[src/tpp_pkg.sv]
// Package of register map, field layout and reset values for the three-phase PWM block.
package tpp_pkg;
  localparam int ADDR_W = 8;
  localparam int DATA_W = 32;
  localparam int CORE_CLK_HZ = 20_000_000;
  localparam logic [7:0] OFS_HALF_PERIOD = 8'h00;
  localparam logic [7:0] OFS_DEAD_TIME = 8'h04;
  localparam logic [7:0] OFS_MIN_PULSE = 8'h08;
  localparam logic [7:0] OFS_DUTY_A = 8'h0c;
  localparam logic [7:0] OFS_DUTY_B = 8'h10;
  localparam logic [7:0] OFS_DUTY_C = 8'h14;
  localparam logic [7:0] OFS_SEGMENT = 8'h18;
  localparam logic [7:0] OFS_GATE = 8'h1c;
  localparam logic [7:0] OFS_MODE = 8'h20;
  localparam logic [7:0] OFS_SYNC_WIDTH = 8'h24;
  localparam logic [7:0] OFS_SW_TRIP = 8'h28;
  localparam logic [7:0] OFS_STATUS = 8'h2c;
  localparam logic [7:0] OFS_RESTART = 8'h30;
  localparam int SEG_XOVER_LSB = 6;
  localparam int GATE_HI_CHOP_BIT = 8;
  localparam int GATE_LO_CHOP_BIT = 9;
  localparam int MODE_DOUBLE_BIT = 6;
  localparam int STAT_TRIP_BIT = 0;
  localparam int STAT_SHUT_BIT = 1;
  localparam int STAT_HALF_BIT = 3;
  localparam logic [15:0] HALF_PERIOD_RST = 16'h0000;
  localparam logic [9:0] DEAD_TIME_RST = 10'h000;
  localparam logic [15:0] MIN_PULSE_RST = 16'h0000;
  localparam logic [15:0] DUTY_RST = 16'h0000;
  localparam logic [8:0] SEGMENT_RST = 9'h000;
  localparam logic [9:0] GATE_RST = 10'h000;
  localparam logic [7:0] SYNC_WIDTH_RST = 8'h27;
  typedef enum logic [0:0] {
    TPP_FIRST = 1'b0,
    TPP_SECOND = 1'b1
  } tpp_half_t;
endpackage

[src/tpp_pwm.sv]
// Three-phase center-based PWM generator with APB register access.
//
// Notes on behaviour
// Three phase pairs of active-high high-side and low-side outputs, six in all.
// Base unit is one clock; switching period is twice the half-period count.
// Half-period is a 16-bit register accepting values up to 0xFFFF.
// All PWM logic runs on the instruction-rate clock.
// Frequency, dead time and minimum pulse come from three separate registers.
// Three 16-bit duty registers, one per phase.
// Each phase yields a complementary center-based pair with dead-time-shifted edges.
// Each of the six outputs has its own enable bit in the segment register.
// A set crossover bit swaps high and low waveforms of that phase.
// Outputs are mixed with a chopping signal whose rate is an 8-bit field.
// Chopping is enabled separately for high-side and low-side outputs.
// Single update mode takes new duty values once per period.
// Double update mode also takes new values at the period midpoint.
// Mode bit 6 selects single (clear) or double (set) update.
// Sync pulse at each period start, and at midpoint in double mode.
// Sync pulse width is programmable by its own register.
// Trip pin low forces all outputs low through unclocked logic.
// A write to the software trip register shuts all outputs down.
// Shutdown control handles pin and software trips and holds the timing unit.
// Status shows the trip pin level and the half-period indicator.
// One interrupt per sync pulse and one on any shutdown event.
// Dead time between complements is twice the 10-bit register; zero means none.
// Sync pulse lasts width register plus one; that register resets to 0x27.
// Each sync start loads settings, duty values and segment into working copies.
// Status bit 3 reads zero in the first half, one in the second.
// Duty is compared against a center-based count to set high-side on-time.
`timescale 1ns/10ps
module tpp_pwm (
  input wire logic core_clk,
  input wire logic arst_n,
  input wire logic psel,
  input wire logic penable,
  input wire logic pwrite,
  input wire logic [tpp_pkg::ADDR_W-1:0] paddr,
  input wire logic [tpp_pkg::DATA_W-1:0] pwdata,
  output logic [tpp_pkg::DATA_W-1:0] prdata,
  output logic pready,
  output logic pslverr,
  input wire logic trip_in_n,
  output logic phase_a_high_out,
  output logic phase_a_low_out,
  output logic phase_b_high_out,
  output logic phase_b_low_out,
  output logic phase_c_high_out,
  output logic phase_c_low_out,
  output logic period_sync_pulse,
  output logic sync_irq,
  output logic shutdown_irq
);
  import tpp_pkg::*;

  logic [15:0] half_period_q;
  logic [9:0] dead_time_q;
  logic [15:0] min_pulse_q;
  logic [15:0] duty_q [3];
  logic [8:0] seg_q;
  logic [9:0] gate_q;
  logic mode_dbl_q;
  logic [7:0] sync_width_q;
  logic [15:0] tm_w;
  logic [9:0] dt_w;
  logic [15:0] pd_w;
  logic [7:0] sw_w;
  logic [15:0] duty_w [3];
  logic [8:0] seg_w;
  logic [DATA_W-1:0] prdata_q;
  logic pready_q;
  logic pslverr_q;
  logic trip_s1_q;
  logic trip_s2_q;
  logic sd_q;
  logic sd_irq_q;
  logic init_q;
  logic [15:0] pos_q;
  tpp_half_t half_q;
  logic sync_q;
  logic [7:0] scnt_q;
  logic sync_irq_q;
  logic [7:0] chop_cnt_q;
  logic chop_q;
  logic [5:0] out_q;
  logic [5:0] out_d;

  function automatic logic is_mapped(input logic [7:0] a);
    is_mapped = (a <= OFS_RESTART) && (a[1:0] == 2'b00);
  endfunction

  // Zero-wait slave: read data and error are prepared in the setup cycle.
  wire setup_w = psel & ~penable;
  wire wr_en = psel & penable & pready_q & pwrite;
  wire wr_half = wr_en && (paddr == OFS_HALF_PERIOD);
  wire wr_dead = wr_en && (paddr == OFS_DEAD_TIME);
  wire wr_pulse = wr_en && (paddr == OFS_MIN_PULSE);
  wire wr_da = wr_en && (paddr == OFS_DUTY_A);
  wire wr_db = wr_en && (paddr == OFS_DUTY_B);
  wire wr_dc = wr_en && (paddr == OFS_DUTY_C);
  wire wr_seg = wr_en && (paddr == OFS_SEGMENT);
  wire wr_gate = wr_en && (paddr == OFS_GATE);
  wire wr_mode = wr_en && (paddr == OFS_MODE);
  wire wr_swidth = wr_en && (paddr == OFS_SYNC_WIDTH);
  wire sw_trip_w = wr_en && (paddr == OFS_SW_TRIP);
  wire restart_w = wr_en && (paddr == OFS_RESTART);

  wire [31:0] status_w = {28'h0000000, half_q == TPP_SECOND, 1'b0, sd_q, trip_s2_q};
  wire [31:0] rd_w =
    (paddr == OFS_HALF_PERIOD) ? {16'h0000, half_period_q} :
    (paddr == OFS_DEAD_TIME) ? {22'h000000, dead_time_q} :
    (paddr == OFS_MIN_PULSE) ? {16'h0000, min_pulse_q} :
    (paddr == OFS_DUTY_A) ? {16'h0000, duty_q[0]} :
    (paddr == OFS_DUTY_B) ? {16'h0000, duty_q[1]} :
    (paddr == OFS_DUTY_C) ? {16'h0000, duty_q[2]} :
    (paddr == OFS_SEGMENT) ? {23'h000000, seg_q} :
    (paddr == OFS_GATE) ? {22'h000000, gate_q} :
    (paddr == OFS_MODE) ? {25'h0000000, mode_dbl_q, 6'h00} :
    (paddr == OFS_SYNC_WIDTH) ? {24'h000000, sync_width_q} :
    (paddr == OFS_STATUS) ? status_w : 32'h00000000;

  always_ff @(posedge core_clk or negedge arst_n) begin
    if (!arst_n) begin
      prdata_q <= 32'h00000000;
      pready_q <= 1'b0;
      pslverr_q <= 1'b0;
    end else begin
      pready_q <= setup_w;
      if (setup_w) begin
        prdata_q <= rd_w;
        pslverr_q <= ~is_mapped(paddr);
      end
    end
  end

  always_ff @(posedge core_clk or negedge arst_n) begin
    if (!arst_n) begin
      half_period_q <= HALF_PERIOD_RST;
      dead_time_q <= DEAD_TIME_RST;
      min_pulse_q <= MIN_PULSE_RST;
      duty_q[0] <= DUTY_RST;
      duty_q[1] <= DUTY_RST;
      duty_q[2] <= DUTY_RST;
      seg_q <= SEGMENT_RST;
      gate_q <= GATE_RST;
      mode_dbl_q <= 1'b0;
      sync_width_q <= SYNC_WIDTH_RST;
    end else begin
      if (wr_half) half_period_q <= pwdata[15:0];
      if (wr_dead) dead_time_q <= pwdata[9:0];
      if (wr_pulse) min_pulse_q <= pwdata[15:0];
      if (wr_da) duty_q[0] <= pwdata[15:0];
      if (wr_db) duty_q[1] <= pwdata[15:0];
      if (wr_dc) duty_q[2] <= pwdata[15:0];
      if (wr_seg) seg_q <= pwdata[8:0];
      if (wr_gate) gate_q <= pwdata[9:0];
      if (wr_mode) mode_dbl_q <= pwdata[MODE_DOUBLE_BIT];
      if (wr_swidth) sync_width_q <= pwdata[7:0];
    end
  end

  // For status and latching the pin is read only through these two flops.
  always_ff @(posedge core_clk or negedge arst_n) begin
    if (!arst_n) begin
      trip_s1_q <= 1'b1;
      trip_s2_q <= 1'b1;
    end else begin
      trip_s1_q <= trip_in_n;
      trip_s2_q <= trip_s1_q;
    end
  end

  // Shutdown stays latched until software restarts with the pin released.
  wire sd_set = ~trip_s2_q | sw_trip_w;
  always_ff @(posedge core_clk or negedge arst_n) begin
    if (!arst_n) begin
      sd_q <= 1'b0;
      sd_irq_q <= 1'b0;
    end else begin
      if (sd_set) sd_q <= 1'b1;
      else if (restart_w) sd_q <= 1'b0;
      sd_irq_q <= sd_set & ~sd_q;
    end
  end

  wire [15:0] last_w = tm_w - 16'h0001;
  wire wrap_w = (pos_q == last_w);
  wire st_w = ~sd_q & (init_q | (wrap_w & ((half_q == TPP_SECOND) | mode_dbl_q)));

  // Timing unit counts base units through two halves of the period.
  always_ff @(posedge core_clk or negedge arst_n) begin
    if (!arst_n) begin
      pos_q <= 16'h0000;
      half_q <= TPP_FIRST;
      init_q <= 1'b1;
    end else if (sd_q) begin
      pos_q <= 16'h0000;
      half_q <= TPP_FIRST;
      init_q <= 1'b1;
    end else begin
      init_q <= 1'b0;
      if (init_q) begin
        pos_q <= 16'h0000;
        half_q <= TPP_FIRST;
      end else if (wrap_w) begin
        pos_q <= 16'h0000;
        half_q <= (half_q == TPP_FIRST) ? TPP_SECOND : TPP_FIRST;
      end else begin
        pos_q <= pos_q + 16'h0001;
      end
    end
  end

  // Working copies change only at sync starts, so software may write at any time.
  always_ff @(posedge core_clk or negedge arst_n) begin
    if (!arst_n) begin
      tm_w <= HALF_PERIOD_RST;
      dt_w <= DEAD_TIME_RST;
      pd_w <= MIN_PULSE_RST;
      sw_w <= SYNC_WIDTH_RST;
      duty_w[0] <= DUTY_RST;
      duty_w[1] <= DUTY_RST;
      duty_w[2] <= DUTY_RST;
      seg_w <= SEGMENT_RST;
    end else if (st_w) begin
      tm_w <= half_period_q;
      dt_w <= dead_time_q;
      pd_w <= min_pulse_q;
      sw_w <= sync_width_q;
      duty_w[0] <= duty_q[0];
      duty_w[1] <= duty_q[1];
      duty_w[2] <= duty_q[2];
      seg_w <= seg_q;
    end
  end

  always_ff @(posedge core_clk or negedge arst_n) begin
    if (!arst_n) begin
      sync_q <= 1'b0;
      scnt_q <= 8'h00;
      sync_irq_q <= 1'b0;
    end else begin
      sync_irq_q <= st_w;
      // A shutdown cuts a running sync pulse short, as the whole timing unit is held.
      if (sd_q) begin
        sync_q <= 1'b0;
      end else if (st_w) begin
        sync_q <= 1'b1;
        scnt_q <= sync_width_q;
      end else if (sync_q) begin
        if (scnt_q == 8'h00) sync_q <= 1'b0;
        else scnt_q <= scnt_q - 8'h01;
      end
    end
  end

  // Chopping clock toggles every (field + 1) base units.
  always_ff @(posedge core_clk or negedge arst_n) begin
    if (!arst_n) begin
      chop_cnt_q <= 8'h00;
      chop_q <= 1'b0;
    end else if (chop_cnt_q >= gate_q[7:0]) begin
      chop_cnt_q <= 8'h00;
      chop_q <= ~chop_q;
    end else begin
      chop_cnt_q <= chop_cnt_q + 8'h01;
    end
  end

  wire [17:0] pos18 = {2'b00, pos_q};
  wire [17:0] tm18 = {2'b00, tm_w};
  wire [17:0] dt18 = {8'h00, dt_w};
  wire [17:0] pd18 = {2'b00, pd_w};
  wire second_w = (half_q == TPP_SECOND);
  wire hi_chop_w = ~gate_q[GATE_HI_CHOP_BIT] | chop_q;
  wire lo_chop_w = ~gate_q[GATE_LO_CHOP_BIT] | chop_q;

  genvar p;
  generate
    for (p = 0; p < 3; p = p + 1) begin : g_phase
      wire [17:0] d18 = {2'b00, duty_w[p]};
      // High side is centered on the period midpoint; each edge moves by the dead time.
      wire hi_first = (pos18 + d18) >= (tm18 + dt18);
      wire hi_sec = (pos18 + dt18) < d18;
      wire lo_first = (pos18 + d18 + dt18) < tm18;
      wire lo_sec = pos18 >= (d18 + dt18);
      wire [17:0] hon = (d18 > dt18) ? (d18 - dt18) : 18'h00000;
      wire [17:0] lon = (tm18 > (d18 + dt18)) ? (tm18 - d18 - dt18) : 18'h00000;
      // Pulses shorter than the minimum width are deleted rather than shortened.
      wire hi_w = (second_w ? hi_sec : hi_first) & ({hon[16:0], 1'b0} >= pd18);
      wire lo_w = (second_w ? lo_sec : lo_first) & ({lon[16:0], 1'b0} >= pd18);
      wire xo = seg_w[SEG_XOVER_LSB + p];
      wire hs = xo ? lo_w : hi_w;
      wire ls = xo ? hi_w : lo_w;
      assign out_d[2*p] = hs & seg_w[2*p] & hi_chop_w & ~sd_q & ~init_q;
      assign out_d[2*p+1] = ls & seg_w[2*p+1] & lo_chop_w & ~sd_q & ~init_q;
    end
  endgenerate

  // The raw pin clears the output flops with no clock involved, so a stopped
  // clock cannot keep a gate on; the glitch risk is accepted for safety.
  wire out_rst_n = arst_n & trip_in_n;
  always_ff @(posedge core_clk or negedge out_rst_n) begin
    if (!out_rst_n) out_q <= 6'h00;
    else out_q <= out_d;
  end

  assign phase_a_high_out = out_q[0];
  assign phase_a_low_out = out_q[1];
  assign phase_b_high_out = out_q[2];
  assign phase_b_low_out = out_q[3];
  assign phase_c_high_out = out_q[4];
  assign phase_c_low_out = out_q[5];
  assign period_sync_pulse = sync_q;
  assign sync_irq = sync_irq_q;
  assign shutdown_irq = sd_irq_q;
  assign prdata = prdata_q;
  assign pready = pready_q;
  assign pslverr = pslverr_q;

  logic [8:0] slen_q;
  always_ff @(posedge core_clk or negedge arst_n) begin
    if (!arst_n) slen_q <= 9'h000;
    else if (st_w) slen_q <= 9'h000;
    else if (sync_q) slen_q <= slen_q + 9'h001;
  end

  trip_low_a: assert property (@(posedge core_clk) disable iff (!arst_n)
    !trip_in_n |-> out_q == 6'h00) else $error("outputs high while trip pin low");
  sw_trip_a: assert property (@(posedge core_clk) disable iff (!arst_n)
    sw_trip_w |=> sd_q ##1 out_q == 6'h00) else $error("software trip did not stop outputs");
  hold_timer_a: assert property (@(posedge core_clk) disable iff (!arst_n)
    sd_q |=> pos_q == 16'h0000 && !sync_q) else $error("timer runs during shutdown");
  sync_len_a: assert property (@(posedge core_clk) disable iff (!arst_n)
    $fell(sync_q) && !$past(st_w) && !$past(sd_q) |-> slen_q == {1'b0, sw_w} + 9'h001)
    else $error("sync pulse width wrong");
  mid_sync_a: assert property (@(posedge core_clk) disable iff (!arst_n)
    wrap_w && !sd_q && !init_q && half_q == TPP_FIRST && mode_dbl_q |=> sync_q && sync_irq)
    else $error("missing midpoint sync");
  single_hold_a: assert property (@(posedge core_clk) disable iff (!arst_n)
    wrap_w && !init_q && half_q == TPP_FIRST && !mode_dbl_q |=> $stable(duty_w[0]))
    else $error("duty changed at midpoint in single mode");
  half_stat_a: assert property (@(posedge core_clk) disable iff (!arst_n)
    setup_w && paddr == OFS_STATUS |=> prdata_q[STAT_HALF_BIT] == $past(second_w))
    else $error("half indicator misreported");
  no_overlap_a: assert property (@(posedge core_clk) disable iff (!arst_n)
    !(out_q[0] && out_q[1]) && !(out_q[2] && out_q[3]) && !(out_q[4] && out_q[5]))
    else $error("both switches of a pair on");
  enable_gate_a: assert property (@(posedge core_clk) disable iff (!arst_n)
    !seg_w[0] && !st_w |=> !out_q[0]) else $error("disabled output drove high");
  latch_sync_a: assert property (@(posedge core_clk) disable iff (!arst_n)
    st_w |=> tm_w == $past(half_period_q) && seg_w == $past(seg_q))
    else $error("settings not loaded at sync");
endmodule
[config.mk]
export PLATFORM = sky130hd
export DESIGN_NAME = tpp_pwm
export DESIGN_NICKNAME = d
export VERILOG_FILES = /design/src/tpp_pkg.sv /design/src/tpp_pwm.sv
export SDC_FILE = /design/constraint.sdc
export NUM_CORES = 1
export LEC_CHECK = 0
export ABC_AREA = 0
export BUFFER_PORTS_ARGS = -buffer_cell sky130_fd_sc_hd__buf_2
export CELL_PAD_IN_SITES_DETAIL_PLACEMENT = 1
export CELL_PAD_IN_SITES_GLOBAL_PLACEMENT = 2
export CORE_AREA = 2 2 290 292
export DETAILED_ROUTE_END_ITERATION = 8
export DIE_AREA = 0 0 292 294
export HOLD_SLACK_MARGIN = 0.15
export PLACE_DENSITY_LB_ADDON = 0.1
export SLEW_MARGIN = 10
export SYNTH_ARGS = -nofsm -noshare
export SYNTH_HDL_FRONTEND = slang
export SYNTH_SLANG_ARGS = --single-unit
[constraint.sdc]
create_clock -name core_clk -period 6.35 [get_ports core_clk]
set_input_delay 0.635 -clock core_clk [delete_from_list [all_inputs] [get_ports core_clk]]
set_output_delay 0.635 -clock core_clk [all_outputs]
set_load 0.1 [all_outputs]
Word-level counts from Yosys, hierarchy flattened
Cells that the tools add are included.
{"block": "op_classes", "n_addsub": 24, "n_mul": 0, "n_div": 0, "n_lt_le_gt_ge": 26, "eq_ne": 14, "shift": 0, "muxes": 47, "n_bitwise": 51, "n_reduce_logical": 20}
{"op": "two-way mux 16 bit", "n": 9}
{"op": "greater-or-equal comparator 18 x 16 -> 1 bit", "n": 6}
{"op": "two-way mux 17 bit", "n": 6}
{"op": "< comparator 18 x 16 -> 1 bit", "n": 5}
{"op": "adder 16 x 10 -> 17 bit", "n": 5}
{"op": "adder 17 x 10 -> 18 bit", "n": 3}
{"op": "greater-or-equal comparator 16 x 18 -> 1 bit", "n": 3}
{"op": "adder 16 x 16 -> 17 bit", "n": 3}
{"op": "> comparator 16 x 17 -> 1 bit", "n": 3}
{"op": "subtractor 16 x 10 -> 17 bit", "n": 3}
{"op": "subtractor 16 x 16 -> 17 bit", "n": 3}
{"op": "subtractor 17 x 11 -> 17 bit", "n": 3}
{"op": "> comparator 16 x 10 -> 1 bit", "n": 3}
{"op": "two-way mux 8 bit", "n": 6}
{"op": "equality test 8 x 6 -> 1 bit, second input constant", "n": 5}
{"op": "AND 1 bit", "n": 38}
{"op": "greater-or-equal comparator 18 bit", "n": 2}
{"op": "equality test 8 x 5 -> 1 bit, second input constant", "n": 4}
{"op": "two-way mux 1 bit", "n": 23}
{"op": "two-way mux 10 bit", "n": 2}
{"op": "greater-or-equal comparator 18 x 17 -> 1 bit", "n": 1}
{"op": "< comparator 17 x 16 -> 1 bit", "n": 1}
{"op": "adder 16 x 1 -> 16 bit, second input constant", "n": 1}
{"op": "equality test 16 bit", "n": 1}
{"op": "other kinds (17)", "n": 43}
{"block": "totals", "register_bits": 298, "latchBits": 0, "mem_bits_rw": 0, "mem_bits_ro": 0, "mem_count": 0}

Logic depth before layout (Yosys ltp)
{"block": "logic_depth", "word_depth": 12, "ltp_mapped": 32, "depth_no_buf": 31}

Least setup slack after synthesis
Ideal clock, no wire load.
{"block": "synth_path", "kind": "reg-to-reg", "start": "reg dt_w[1]", "end": "reg out_q[4]", "setup_ns": 0.134, "t_arrival_ns": 6.117, "t_required_ns": 6.216, "slack_ns": 0.100, "path_stages_with_launch": 33, "path_buffers": 1, "cell_sequence": "dfrtp_1 inv_1 ha_1 nor2b_1 o21ai_0 a21boi_0 o31ai_1 inv_1 a21oi_1 o21bai_1 a21oi_1 xor2_1 ha_1 nand3_1 nor4_1 a21oi_1 maj3_1 a21oi_1 o21ai_0 nand2_1 clkbuf_1 nor2_1 ha_1 a21oi_1 o21ai_0 a2111oi_0 o21ai_0 a21o_1 a21oi_1 o21ai_0 nor3_1 or3_1 o22ai_1"}
{"block": "synth_between", "elab_chain_cells": 10, "elab_cells_between_ends": 25, "cone_classes": "6 x add/sub; 8 x order compare; 5 x mux; 6 x bitwise"}
{"item": "start: declaration", "line_no": "tpp_pwm.sv:64", "rtl": "logic [9:0] dt_w;"}
{"item": "start signal: assignment", "line_no": "tpp_pwm.sv:226", "rtl": "dt_w <= dead_time_q;"}
{"item": "adder 16 x 10 -> 17 bit", "line_no": "tpp_pwm.sv:285, tpp_pwm.sv:287"}
{"item": "> comparator 16 x 17 -> 1 bit", "line_no": "tpp_pwm.sv:287", "rtl": "wire [17:0] lon = (tm18 > (d18 + dt18)) ? (tm18 - d18 - dt18) : 18'h00000;"}
{"item": "two-way mux 17 bit", "line_no": "tpp_pwm.sv:287"}
{"item": "greater-or-equal comparator 18 x 16 -> 1 bit", "line_no": "tpp_pwm.sv:290", "rtl": "wire lo_w = (second_w ? lo_sec : lo_first) & ({lon[16:0], 1'b0} >= pd18);"}
{"item": "AND 1 bit", "line_no": "tpp_pwm.sv:290"}
{"item": "two-way mux 1 bit *", "line_no": "tpp_pwm.sv:292", "rtl": "wire hs = xo ? lo_w : hi_w;"}
{"item": "AND 1 bit * (4 in series)", "line_no": "tpp_pwm.sv:294", "rtl": "assign out_d[2*p] = hs & seg_w[2*p] & hi_chop_w & ~sd_q & ~init_q;"}
{"item": "via out_d[4]", "line_no": "tpp_pwm.sv:85", "rtl": "logic [5:0] out_d;"}
{"item": "end signal: assignment", "line_no": "tpp_pwm.sv:304", "rtl": "else out_q <= out_d;"}
{"item": "end: declaration", "line_no": "tpp_pwm.sv:84", "rtl": "logic [5:0] out_q;"}
Mark *: on every way through the listed nets, which the timed path passes. The rest lies on a longest branch.
A chain may end at the register's enable or synchronous reset.

Final worst setup path
{"block": "layout_path", "start": "reg dt_w[0]", "end": "reg out_q[5]"}
{"block": "layout_between", "elab_chain_cells": 10, "elab_cells_between_ends": 25, "cone_classes": "6 x add/sub; 8 x order compare; 5 x mux; 6 x bitwise"}
{"item": "adder 16 x 10 -> 17 bit", "line_no": "tpp_pwm.sv:285, tpp_pwm.sv:287"}
{"item": "> comparator 16 x 17 -> 1 bit", "line_no": "tpp_pwm.sv:287"}
{"item": "two-way mux 17 bit", "line_no": "tpp_pwm.sv:287"}
{"item": "greater-or-equal comparator 18 x 16 -> 1 bit", "line_no": "tpp_pwm.sv:290"}
{"item": "AND 1 bit", "line_no": "tpp_pwm.sv:290"}
{"item": "two-way mux 1 bit *", "line_no": "tpp_pwm.sv:293", "rtl": "wire ls = xo ? hi_w : lo_w;"}
{"item": "AND 1 bit * (4 in series)", "line_no": "tpp_pwm.sv:295", "rtl": "assign out_d[2*p+1] = ls & seg_w[2*p+1] & lo_chop_w & ~sd_q & ~init_q;"}
{"item": "via out_d[5]", "line_no": "tpp_pwm.sv:85"}
Marked as above.

==> reports/qor.txt <==
Hold Path Class: flop to flop
first-pass GRT wire length: 198 mm
clock skew: 0.0503 ns
DRT Pass-1 Iters: 6
Yosys reg bits: 282
DRT iter0 DRCs: 1,781
arrival time worst endpoint: 6.64 ns
fin nets: 4,416
crit start category: flop
post-route ant nets: 0
initial antenna violation count: 3
Area Overhead vs Synth: 18.2%
critical path type: flop to flop
total global-route track usage: 0.313
Die Area: 85,800 um2
Vias: 27,700
Slew Viols, Final: 0
Initial Util: 0.375
maxcap violations: 0
grt ovf: 0
Post-synth EDFFs: 0
drt drc: 0
Most used DFF post-synth: dfrtp_1
WL per Instance: 27.8 um
core area: 82,900 um2
crit path time final: 6.18 ns
H-Tree Level Count: 2
Fmax achieved: 162 MHz
final WL: 135 mm
Root Driver: clkbuf_16
CTS Sinks: 282
status: completed
clk_lat worst skew: 0.59 ns
Synth area leader: ha_1
ant diodes: 0
multi-input logic area: 23,300 um2
most common cell in the netlist: ha_1
most frequent cells after synthesis: ha_1 (582), nor2_1 (282), dfrtp_1 (275)
Critical Path RT: 6.81 ns
top cell type's share of synthesized area: 0.234
fin crit share: 0.973
Crit Path Max Fanout: 7
sequential area share after synthesis: 0.227
port bufs: 56
Synth Cell Area: 31,100 um2
Area contributors post-synth: ha_1 (23%), dfrtp_1 (22%), mux2_2 (8.1%)
routability congestion estimate from global placement: 0.949
Site Rows: 106
syn_area_per_cell: 9.16 um2
Reg area: 7070 um2
Yosys warning count: 0
fill cell count: 9,543
Cells after DPL: 4,762
Worst Slack Setup Final: 0.172 ns
P per Cell Area: 115 nW/um2
Final setup viols: 0
clk buf depth: 3
async set-or-reset flop fraction in the synthesized netlist: 1.00
pre-CTS WS: -0.761 ns
largest net degree at the start of global routing: 67
share of post-route cells with drive strength above 1: 0.214
worst vdd ir: 164 uV
vias per cell: 5.70
Netlist cell types: 98
Slowest cell on crit path: fa_2
Setup crit end kind: flop
hpwl dp: 112 mm
final setup TNS: 0 ns
Inserted Clock Buffers: 37
Largest stage delay, worst path: 0.42 ns
CTS tree: done
final hold violation count: 0
Worst-path clk slew: 0.06 ns
Cells after Synth: 3,397
Die Span X: 292 um
worst slew pin tran: 1.18 ns
Rel. slew slack: 0.214
num ports: 89
non-filler instance count after layout: 4,853
LEAKAGE: 17.7 nW
Die Span Y: 294 um
vias in the first global route: 28,800
[per-layer routing]
metal,vias to the layer above,wire length [um],part of all wire,GRT usage
met2,567,59200,0.44,0.496
met1,14000,65800,0.49,0.452
met4,0,3920,0.029,0.0769
met5,-,0,0,0
li1,13000,-,-,-
met3,135,5860,0.043,0.0353
[layout make-up]
cell class	count	area share
sequential	282	0.192
clock inverter	21	0.00572
inverter	257	0.0262
multi-input combinational	2784	0.633
tap	1080	0.0367
timing repair buffer	382	0.0782
clock buffer	47	0.0281
[layout by cell type (no fill, tap or decap), types with 41 or more instances in the layout]
cell type  instances
ha_1             573
buf_4            310
nor2_1           279
dfrtp_1          273
inv_1            249
mux2_2           224
a21oi_1          207
xnor2_1          187
nand2_1          130
o21ai_0          120
a21o_1            96
nand3_1           76
xor2_1            73
nor2b_1           55
buf_2             55
nor3_1            52
nand2b_1          52
o21a_1            41
fa_1              41
[repair_timing]
action | 4_1_cts | 5_1_grt
buffers inserted | 11 | 10
pin swaps | 32 | 60
setup endpoints to repair | 6 | 6
gates resized for setup | 52 | 91
hold buffers | 2 | 0
endpoints found under the hold margin | 62 | 0
[logic make-up after synthesis]
kind of cell / share of synthesized area
buffers and inverters: 0.0446
AOI/OAI and AO/OA: 0.177
other: 0.000121
DFF: 0.227
adders and majority gates: 0.265
muxes: 0.0842
and+or+nand+nor: 0.126
xor gates and xnor gates: 0.0763
[critical path: cells and delay by family (launching register included)]
kind / cells / cell delay [ns]
adder cells (fa/ha/maj): 5 / 1.63
AO/OA/AOI/OAI: 14 / 1.79
buffers and inverters: 4 / 0.56
AND/OR/NAND/NOR: 8 / 1.50
XOR/XNOR: 1 / 0.17
flip-flops: 1 / 0.41
[sequential cells by signal, summed over array words and instances (netlist names), 10 cells and up]
signal / count
min_pulse_q: 16
duty_q: 48
prdata: 16
pd_w: 16
duty_w: 48
gate_q: 10
dead_time_q: 10
dt_w: 10
pos_q: 16
tm_w: 16
half_period_q: 16
[final timing paths]
path                                start         endpoint  slack (ns)  cells past startpoint
worst max-delay path              dt_w[0]         out_q[5]        0.17                     32
worst min-delay path            trip_s1_q        trip_s2_q        0.36                      0
worst max register to register    dt_w[0]         out_q[5]        0.17                     32
worst min register to register  trip_s1_q        trip_s2_q        0.36                      0
max in group asynchronous          arst_n  min_pulse_q[11]        4.47                      3
min in group asynchronous          arst_n          pd_w[1]        0.61                      2
[report_power, final]
part           internal (W)  total [W]  switching [W]
registers           0.00181    0.00182      0.0000114
clock network       0.00125    0.00220       0.000948
logic             0.0000295   0.000221       0.000191
total               0.00310    0.00425        0.00115
[through the flow]
step | total power [W] | util | cell area [um2] | hold WS (ns)
after global routing | 0.00437 | 0.444 | 36800 | 0.370
after CTS | 0.00429 | 0.438 | 36300 | 0.356
final | 0.00425 | 0.444 | 36800 | 0.361
after detailed placement | 0.00208 | 0.419 | 34800 | 0.359
after floorplan | 0.00199 | - | 31200 | 0.339
after global placement | 0.00207 | 0.419 | 34800 | 0.350
Note: power is estimated with default switching activity, not from simulation.
